[src/logic/uer_pkg.sv]
package uer_pkg;

	// Register byte addresses
	localparam logic [11:0] UER_FLAGS_OFS = 12'h104;
	localparam logic [11:0] UER_SUPP_OFS  = 12'h108;
	localparam logic [11:0] UER_CLS_OFS   = 12'h10C;

	// Bit positions of the implemented errors
	localparam int UER_B_TRAIN  = 0;
	localparam int UER_B_DLP    = 4;
	localparam int UER_B_POISON = 12;
	localparam int UER_B_FCP    = 13;
	localparam int UER_B_CTO    = 14;
	localparam int UER_B_CA     = 15;
	localparam int UER_B_UC     = 16;
	localparam int UER_B_ROF    = 17;
	localparam int UER_B_MAL    = 18;
	localparam int UER_B_ECRC   = 19;
	localparam int UER_B_UR     = 20;

	// Implemented bits; every other bit reads as zero
	localparam logic [31:0] UER_IMPL_MASK = 32'h001F_F011;

	// Reset values
	localparam logic [31:0] UER_FLAGS_RST = 32'h0000_0000;
	localparam logic [31:0] UER_SUPP_RST  = 32'h0000_0000;
	localparam logic [31:0] UER_CLS_RST   = 32'h0006_2011;
	localparam logic [31:0] UER_ZERO      = 32'h0000_0000;

	typedef struct packed {
		logic [11:0] addr;
		logic [31:0] wdata;
		logic        wr;
		logic        rd;
	} uer_bus_req_t;

	typedef struct packed {
		logic training;
		logic dlp;
		logic poison_rx;
		logic poison_tx;
		logic fc_proto;
		logic cpl_timeout;
		logic cpl_abort;
		logic unexp_cpl;
		logic rx_overflow;
		logic malformed;
		logic ecrc;
		logic unsup_req;
	} uer_evt_t;

	typedef struct packed {
		logic       valid;
		logic       fatal;
		logic [4:0] err_pos;
		logic       hdr_log;
	} uer_msg_t;

	typedef struct packed {
		logic [31:0] flags;
		logic [31:0] supp;
		logic [31:0] cls;
		logic [31:0] pend;
		logic [31:0] rdata;
		uer_msg_t    msg;
		logic        irq;
	} uer_state_t;

	// Places each event line on its status bit position
	function automatic logic [31:0] uer_evt_vec(input uer_evt_t e);
		logic [31:0] v;
		v = UER_ZERO;
		v[UER_B_TRAIN]  = e.training;
		v[UER_B_DLP]    = e.dlp;
		v[UER_B_POISON] = e.poison_rx | e.poison_tx;
		v[UER_B_FCP]    = e.fc_proto;
		v[UER_B_CTO]    = e.cpl_timeout;
		v[UER_B_CA]     = e.cpl_abort;
		v[UER_B_UC]     = e.unexp_cpl;
		v[UER_B_ROF]    = e.rx_overflow;
		v[UER_B_MAL]    = e.malformed;
		v[UER_B_ECRC]   = e.ecrc;
		v[UER_B_UR]     = e.unsup_req;
		return v;
	endfunction

endpackage

[src/logic/uer_regs.sv]
`timescale 1ns/1ps

module uer_regs
	import uer_pkg::*;
(
	input  wire logic         clk,
	input  wire logic         rst,
	input  wire logic         por,
	input  wire uer_bus_req_t bus,
	input  wire uer_evt_t     evt,
	output      logic [31:0]  rd_data,
	output      uer_msg_t     msg,
	output      logic         irq
);

	uer_state_t  q;
	uer_state_t  d;
	logic [31:0] evt_vec;

	assign evt_vec = uer_evt_vec(evt) & UER_IMPL_MASK;

	always_comb begin
		logic [31:0] clr;
		logic [31:0] sent;
		logic        found;
		clr   = UER_ZERO;
		sent  = UER_ZERO;
		found = 1'b0;
		d     = q;
		// Write one to clear status
		if (bus.wr && bus.addr == UER_FLAGS_OFS) begin
			clr = bus.wdata & UER_IMPL_MASK;
		end
		if (bus.wr && bus.addr == UER_SUPP_OFS) begin
			d.supp = bus.wdata & UER_IMPL_MASK;
		end
		if (bus.wr && bus.addr == UER_CLS_OFS) begin
			d.cls = bus.wdata & UER_IMPL_MASK;
		end
		// A new event wins over a clear in the same cycle
		d.flags = (q.flags & ~clr) | evt_vec;
		// Lowest pending error goes out first, one per cycle
		d.msg.valid   = 1'b0;
		d.msg.hdr_log = 1'b0;
		d.msg.fatal   = 1'b0;
		for (int i = 0; i < 32; i++) begin
			if (!found && q.pend[i]) begin
				found         = 1'b1;
				sent[i]       = 1'b1;
				d.msg.valid   = 1'b1;
				d.msg.hdr_log = 1'b1;
				d.msg.fatal   = q.cls[i];
				d.msg.err_pos = 5'(i);
			end
		end
		// Errors masked in q.supp never become pending; a mask written this cycle acts from the next
		d.pend = (q.pend & ~sent) | (evt_vec & ~q.supp);
		d.rdata = UER_ZERO;
		if (bus.rd) begin
			case (bus.addr)
				UER_FLAGS_OFS: d.rdata = q.flags;
				UER_SUPP_OFS:  d.rdata = q.supp;
				UER_CLS_OFS:   d.rdata = q.cls;
				default:       d.rdata = UER_ZERO;
			endcase
		end
		d.irq = |(d.flags & ~d.supp);
	end

	always_ff @(posedge clk) begin
		if (por) begin
			q.flags <= UER_FLAGS_RST;
			q.supp  <= UER_SUPP_RST;
			q.cls   <= UER_CLS_RST;
			q.pend  <= UER_ZERO;
			q.rdata <= UER_ZERO;
			q.msg   <= '0;
			q.irq   <= 1'b0;
		end else if (rst) begin
			// Sticky registers keep their contents
			q.flags <= q.flags;
			q.supp  <= q.supp;
			q.cls   <= q.cls;
			q.pend  <= UER_ZERO;
			q.rdata <= UER_ZERO;
			q.msg   <= '0;
			q.irq   <= |(q.flags & ~q.supp);
		end else begin
			q <= d;
		end
	end

	assign rd_data = q.rdata;
	assign msg     = q.msg;
	assign irq     = q.irq;

	property p_train_set;
		@(posedge clk) disable iff (rst || por)
		evt.training |=> q.flags[UER_B_TRAIN];
	endproperty
	a_train_set: assert property (p_train_set)
		else $error("training event not flagged");

	property p_dlp_set;
		@(posedge clk) disable iff (rst || por)
		evt.dlp |=> q.flags[UER_B_DLP];
	endproperty
	a_dlp_set: assert property (p_dlp_set)
		else $error("link protocol event not flagged");

	property p_poison_set;
		@(posedge clk) disable iff (rst || por)
		(evt.poison_rx || evt.poison_tx) |=> q.flags[UER_B_POISON];
	endproperty
	a_poison_set: assert property (p_poison_set)
		else $error("poisoned TLP not flagged");

	property p_fcp_set;
		@(posedge clk) disable iff (rst || por)
		evt.fc_proto |=> q.flags[UER_B_FCP];
	endproperty
	a_fcp_set: assert property (p_fcp_set)
		else $error("flow control error not flagged");

	property p_cto_set;
		@(posedge clk) disable iff (rst || por)
		evt.cpl_timeout |=> q.flags[UER_B_CTO];
	endproperty
	a_cto_set: assert property (p_cto_set)
		else $error("completion timeout not flagged");

	property p_ca_set;
		@(posedge clk) disable iff (rst || por)
		evt.cpl_abort |=> q.flags[UER_B_CA];
	endproperty
	a_ca_set: assert property (p_ca_set)
		else $error("completer abort not flagged");

	property p_uc_set;
		@(posedge clk) disable iff (rst || por)
		evt.unexp_cpl |=> q.flags[UER_B_UC];
	endproperty
	a_uc_set: assert property (p_uc_set)
		else $error("unexpected completion not flagged");

	property p_rof_set;
		@(posedge clk) disable iff (rst || por)
		evt.rx_overflow |=> q.flags[UER_B_ROF];
	endproperty
	a_rof_set: assert property (p_rof_set)
		else $error("receiver overflow not flagged");

	property p_mal_set;
		@(posedge clk) disable iff (rst || por)
		evt.malformed |=> q.flags[UER_B_MAL];
	endproperty
	a_mal_set: assert property (p_mal_set)
		else $error("malformed TLP not flagged");

	property p_ecrc_set;
		@(posedge clk) disable iff (rst || por)
		evt.ecrc |=> q.flags[UER_B_ECRC];
	endproperty
	a_ecrc_set: assert property (p_ecrc_set)
		else $error("ECRC error not flagged");

	property p_ur_set;
		@(posedge clk) disable iff (rst || por)
		evt.unsup_req |=> q.flags[UER_B_UR];
	endproperty
	a_ur_set: assert property (p_ur_set)
		else $error("unsupported request not flagged");

	property p_rsvd_zero;
		@(posedge clk) disable iff (rst || por)
		$past(bus.rd) |-> (q.rdata & ~UER_IMPL_MASK) == UER_ZERO;
	endproperty
	a_rsvd_zero: assert property (p_rsvd_zero)
		else $error("reserved bits read nonzero");

	property p_train_masked;
		@(posedge clk) disable iff (rst || por)
		evt.training && q.supp[UER_B_TRAIN] && !q.pend[UER_B_TRAIN]
		|=> !q.pend[UER_B_TRAIN];
	endproperty
	a_train_masked: assert property (p_train_masked)
		else $error("masked training error queued");

	property p_masked_no_pend;
		@(posedge clk) disable iff (rst || por)
		(evt_vec & q.supp & ~q.pend) != UER_ZERO
		|=> ((q.pend & $past(evt_vec) & $past(q.supp)) == UER_ZERO);
	endproperty
	a_masked_no_pend: assert property (p_masked_no_pend)
		else $error("masked error queued for message");

	property p_poison_masked;
		@(posedge clk) disable iff (rst || por)
		(evt.poison_rx || evt.poison_tx) && q.supp[UER_B_POISON]
		&& !q.pend[UER_B_POISON] |=> !q.pend[UER_B_POISON];
	endproperty
	a_poison_masked: assert property (p_poison_masked)
		else $error("masked poisoned TLP queued");

	property p_msg_class;
		@(posedge clk) disable iff (rst || por)
		q.msg.valid && $stable(q.cls) |-> q.msg.fatal == q.cls[q.msg.err_pos];
	endproperty
	a_msg_class: assert property (p_msg_class)
		else $error("message class differs from severity");

	property p_cls_reset;
		@(posedge clk) disable iff (rst)
		por |=> q.cls == UER_CLS_RST && q.supp == UER_SUPP_RST;
	endproperty
	a_cls_reset: assert property (p_cls_reset)
		else $error("severity or mask reset value wrong");

	property p_w1c;
		@(posedge clk) disable iff (rst || por)
		bus.wr && bus.addr == UER_FLAGS_OFS && bus.wdata[UER_B_UR]
		&& !evt.unsup_req |=> !q.flags[UER_B_UR];
	endproperty
	a_w1c: assert property (p_w1c)
		else $error("write one did not clear flag");

	property p_warm_keep;
		@(posedge clk) disable iff (por)
		rst |=> q.flags == $past(q.flags) && q.cls == $past(q.cls);
	endproperty
	a_warm_keep: assert property (p_warm_keep)
		else $error("sticky bits lost on warm reset");

	property p_msg_sent;
		@(posedge clk) disable iff (rst || por)
		evt.ecrc && !q.supp[UER_B_ECRC] |=> q.pend[UER_B_ECRC] ##[1:12]
		(q.msg.valid && q.msg.hdr_log && q.msg.err_pos == 5'h13);
	endproperty
	a_msg_sent: assert property (p_msg_sent)
		else $error("unmasked error produced no message");

	property p_irq;
		@(posedge clk) disable iff (rst || por)
		##1 q.irq == |($past(d.flags) & ~$past(d.supp));
	endproperty
	a_irq: assert property (p_irq)
		else $error("interrupt level wrong");

endmodule // uer_regs

[config.mk]
export PLATFORM = sky130hd
export DESIGN_NAME = uer_regs
export DESIGN_NICKNAME = d
export VERILOG_FILES = /design/src/logic/uer_pkg.sv /design/src/logic/uer_regs.sv
export SDC_FILE = /design/constraint.sdc
export NUM_CORES = 1
export LEC_CHECK = 0
export ABC_AREA = 0
export BUFFER_PORTS_ARGS = -buffer_cell sky130_fd_sc_hd__buf_4
export CORE_MARGIN = 3
export CORE_UTILIZATION = 44
export DETAILED_ROUTE_END_ITERATION = 6
export GPL_ROUTABILITY_DRIVEN = 1
export PLACE_DENSITY = 0.68
export SYNTH_ARGS = -nofsm -noshare
export SYNTH_HDL_FRONTEND = slang
export SYNTH_SLANG_ARGS = --single-unit
[constraint.sdc]
create_clock -name clk -period 2.4 [get_ports clk]
set_clock_uncertainty 0.15 [all_clocks]
set_input_delay 0.24 -clock clk [delete_from_list [all_inputs] [get_ports clk]]
set_output_delay 0.24 -clock clk [all_outputs]
set_load 0.05 [all_outputs]
# Word-level counts from Yosys, hierarchy flattened
# Cells that the tools add are included.
# W data, S select, Z words.
# totals
reg_bits	148
inputBits	61
# classes
n_eq_ne	3
muxes	98
bitwise_logic	14
n_reduce_logical	71
# ops
operator	n
$mux W8	32
$and A32 B32 Y32	4
$not A32 Y32	3
$pmux W32 S3	1
$reduce_or A32 Y1	2
$mux W1	63
$eq A12 B9 Y1 const B	3
$logic_and A1 B1 Y1	34
$and A21 B32 Y32	1
$mux W32	1
$not A21 Y32	1
$or A32 B21 Y32	1
$or A32 B32 Y32	1
$reduce_bool A32 Y1	1
$logic_not A1 Y1	31
$mux W21	1
$reduce_or A3 Y1	1
$not A1 Y1	2
$reduce_and A2 Y1	1
$reduce_or A2 Y1	1
$or A1 B1 Y1	1

# Longest topological paths before layout
# depth
depth_word	97
mapped_depth	8

# Least setup slack after synthesis
# OpenSTA, ideal clock, no wires.
# synth_path
kind	flip-flop to flip-flop
from	reg q[57] (netlist bit)
to	reg, netlist name msg[1]
setup_time_ns	0.074
arrival_ns	1.911
required_time_ns	2.176
path_slack_ns	0.265
stages_incl_launch_ff	7
path_buffers	0
synth_period_minus_slack_ns	2.135
path_cell_list	dfxtp_1 or4_4 nor3_4 nand4_4 nand2b_4 or3_1 a31oi_1
# synth_via
elab_chain_len	47
word_cells_on_any_way	63
# synth_rtl
element	line_no	text
from (decl)	uer_regs.sv:16	uer_state_t q;
$logic_and A1 B1 Y1 (*)	uer_regs.sv:47	if (!found && q.pend[i]) begin
$mux W1	uer_regs.sv:47	
$logic_not A1 Y1	uer_regs.sv:47	
$logic_and A1 B1 Y1	uer_regs.sv:47	
$mux W1	uer_regs.sv:47	
$logic_not A1 Y1	uer_regs.sv:47	
$logic_and A1 B1 Y1	uer_regs.sv:47	
$mux W1	uer_regs.sv:47	
[31 not listed]	--	
$logic_and A1 B1 Y1	uer_regs.sv:47	
$mux W1	uer_regs.sv:47	
$logic_not A1 Y1	uer_regs.sv:47	
$logic_and A1 B1 Y1	uer_regs.sv:47	
$mux W1	uer_regs.sv:47	
$logic_not A1 Y1	uer_regs.sv:47	
$logic_and A1 B1 Y1	uer_regs.sv:47	
$reduce_bool A32 Y1 (no line) / $mux W8 (equally long branches)	--	
# Mark *: on every way between the ends. The rest lies on a longest branch, timed or not.
# A chain may end at the register's enable or synchronous reset.

# Final worst setup path
# layout_path
from	reg q[57] (netlist bit)
to	reg, netlist name msg[1]
# layout_via
elab_chain_len	47
word_cells_on_any_way	63
# layout_rtl
element	line_no
$logic_and A1 B1 Y1 (*)	uer_regs.sv:47
$mux W1	uer_regs.sv:47
$logic_not A1 Y1	uer_regs.sv:47
$logic_and A1 B1 Y1	uer_regs.sv:47
$mux W1	uer_regs.sv:47
$logic_not A1 Y1	uer_regs.sv:47
$logic_and A1 B1 Y1	uer_regs.sv:47
$mux W1	uer_regs.sv:47
[31 not listed]	--
$logic_and A1 B1 Y1	uer_regs.sv:47
$mux W1	uer_regs.sv:47
$logic_not A1 Y1	uer_regs.sv:47
$logic_and A1 B1 Y1	uer_regs.sv:47
$mux W1	uer_regs.sv:47
$logic_not A1 Y1	uer_regs.sv:47
$logic_and A1 B1 Y1	uer_regs.sv:47
$reduce_bool A32 Y1 (no line) / $mux W8 (equally long branches)	--
# Marks and branches as above.

==> results.py <==
metrics = {
    "status": {
        "outcome": "complete, no violations",
    },
    "detailed_routing": {
        "num_vias": 4730,
        "drc": 0,
        "drtIter0Drc": 344,
        "finalWirelength_mm": 13.6,
        "viasPerCell": 5.29,
        "detail-route-antenna-nets": 0,
        "first_pass_iters": 5,
        "wl_per_cell_microns": 15.3,
    },
    "placed_design": {
        "io_buffers": 80,
        "gp_congestion": 0.929,
        "hpwl_mm": 9.78,
        "dp.cells": 838,
    },
    "setup_path": {
        "path_class": "reg2reg",
        "worstPathRequired_ps": 2590,
        "endpoint_kind": "register",
        "start_kind": "register",
        "arrival_ps": 2410,
        "worstPathMaxFanout": 6,
    },
    "global_routing": {
        "grt_busiest_layer": "met2",
        "met1_usage": 0.252,
        "grt_max_degree": 38,
        "track_usage": 0.200,
        "met3_usage": 0.0529,
        "grt-ovfl-total": 0,
        "met2_usage": 0.321,
        "grt_antenna_before_repair": 0,
        "grt_pass1_wl_mm": 22.5,
        "grt_pass1_vias": 4543,
    },
    "power": {
        "power_frac_seq": 0.403,
        "ir_drop_v": 0.000293,
        "p_per_area_mw_per_mm2": 763,
        "sw_frac_of_total": 0.232,
        "pwr-share-comb": 0.089,
        "p_sw_uw": 1240,
        "power.internal_uw": 4100,
        "p_leak_uw": 0.00298,
        "clkPwrFrac": 0.509,
    },
    "die": {
        "ios": 102,
        "rows": 40,
        "dieArea_sq_mm": 0.0139,
        "die_y_microns": 118,
        "die_x_microns": 118,
        "design.core.area_sq_mm": 0.0122,
        "start_util": 0.454,
    },
    "timing": {
        "fmax_mhz": 450,
        "timing.setup.tns_ps": 0,
        "worst_slew_pin_slew_ps": 1060,
        "finalHoldViolCount": 0,
        "rsz0062_at_grt": "false",
        "final-setup-viol-count": 0,
        "period_needed_ps": 2220,
        "slew_viol_final": 0,
        "slew_headroom": 0.291,
        "finalCritPeriodShare": 0.926,
    },
    "yosys": {
        "syn_inst": 632,
        "synth-main-ff-cell": "dfxtp_1",
        "synth.lib_cells_used.distinct": 57,
        "synth-seq-cells": 126,
        "syn_nets": 693,
        "synth_edf_count": 0,
        "ys_top_cells_by_area": "dfxtp_1, buf_4, nor2_1",
        "synth_top_cell_by_area": "dfxtp_1",
        "async_flop_share": 0,
        "seq_area_frac_synth": 0.457,
        "avgSynthCellArea_sq_um": 8.74,
        "yosys.area.top_type_share": 0.457,
        "syn-cell-area_sq_mm": 0.00552,
        "ys_warn_count": 0,
    },
    "clock_network": {
        "numCtsBuffers": 17,
        "cts_tree": "done",
        "clk_latency_ps": 410,
        "cts_root_buf": "clkbuf_16",
        "htree_num_levels": 4,
        "cts_buffer_depth": 2,
        "clock_sinks": 126,
        "cts.clk_slew.worst_paths_ps": 60,
    },
    "cells_and_area": {
        "multi_input_area_sq_mm": 0.00247,
        "area_growth_pct": 26.8,
        "finish.net_count": 774,
        "final_cell_mix": "dfxtp_1, buf_4, nor2_1",
        "num-fill-cells": 1067,
        "fin_cells": 894,
        "regArea_sq_mm": 0.00252,
        "n_antenna_cell": 0,
        "layout_commonest_cell": "dfxtp_1",
        "drive_gt1_frac": 0.227,
    },
    "min_path": {
        "hp-class": "in2reg",
    },
    "flow_run": {
        "maxCapViolations": 0,
    },
}
-- metal layers --
layer	wire length, microns	up-vias
met4	370	0
met5	0	-
li1	-	2330
met3	969	31
met2	6350	195
met1	5960	2174
-- cell type report --
cell class / count / share of cell area
multi-input combinational: 412 / 0.353
clock buffer: 19 / 0.0633
clock inverter: 13 / 0.0272
tap: 168 / 0.0300
inverter: 24 / 0.0129
timing repair buffer: 132 / 0.154
sequential: 126 / 0.360
-- timing repair --
item | CTS | global route
endpoints found under the setup margin | 0 | 4
hold buffers | 24 | 0
endpoints found under the hold margin | 37 | 0
gates resized for setup | 0 | 1
setup buffers | 0 | 0
-- Yosys cell counts (3+ instances only) --
cell      count
o31ai_1       6
nand3_1       5
inv_1        24
buf_4        41
a211o_1       5
a31oi_1       6
nor4_1        9
nor2b_1      12
and2_1       43
and3_1        6
nor2_1       72
or2_2         3
a21oi_1      34
mux2i_1      18
nor3b_1      10
o21ai_0      26
or3_1         3
o22ai_1      20
dfxtp_1     126
mux2_2        4
nor3_1       10
a22oi_1      12
nand2b_1      9
nand4_1       8
clkbuf_1     23
o211a_1       6
nand2_1      50
-- path summary, 6_finish.rpt --
path | slack, ps | startpoint | endpoint | cells after the start
setup / recovery | 180 | q[57]$_SDFF_PP0_ | msg[1]$_SDFFE_PP0P_ | 6
hold / removal | 80 | por | q[85]$_SDFFE_PP0P_ | 2
setup reg to reg | 180 | q[57]$_SDFF_PP0_ | msg[1]$_SDFFE_PP0P_ | 6
hold reg to reg | 290 | q[116]$_SDFFE_PP0N_ | rd_data[11]$_SDFF_PP0_ | 1
-- kinds of logic (layout without fill, tap and decap cells) --
kind of cell / Yosys count / count (layout) / share of synthesized area
AO/OA/AOI/OAI: 131 / 131 / 0.154
AND/OR/NAND/NOR: 259 / 259 / 0.252
buffers and inverters: 94 / 188 / 0.0965
flip-flops: 126 / 126 / 0.457
multiplexers: 22 / 22 / 0.0408
-- through the flow --
stage | worst slack [ps] | cell area, sq um | total power [uW] | utilization | hold WS, ps
5_1_grt | 25.9 | 7000 | 5520 | 0.576 | 104
4_1_cts | 161 | 7000 | 5380 | 0.576 | 68.4
3_5_place_dp | 59.6 | 6130 | 2630 | 0.504 | 283
6_report | 177 | 7000 | 5340 | 0.576 | 81.5
2_1_floorplan | 265 | 5520 | 2470 | - | 208
3_3_place_gp | 88.0 | 6130 | 2620 | 0.504 | 282
-- power groups by stage --
stage | Clock (uW) | Sequential (uW) | Combinational [uW]
after floorplan | 0 | 2190 | 282
after global placement | 0 | 2190 | 432
after detailed placement | 0 | 2190 | 436
after CTS | 2760 | 2150 | 471
after global routing | 2850 | 2150 | 518
final | 2720 | 2150 | 473
-- sequential cells by signal, summed over array words and instances (netlist names) --
| name | cells |
|---|---|
| irq | 1 |
| msg | 7 |
| q | 86 |
| rd_data | 32 |
-- worst max-delay path, cell delays in order (launching register included) --
cell and delay (ps):
dfxtp_1 310, or4_4 580, nor3_4 240, nand4_4 160, nand2b_4 200, or3_1 350, a31oi_1 150
Note: power is estimated with default switching activity, not from simulation.
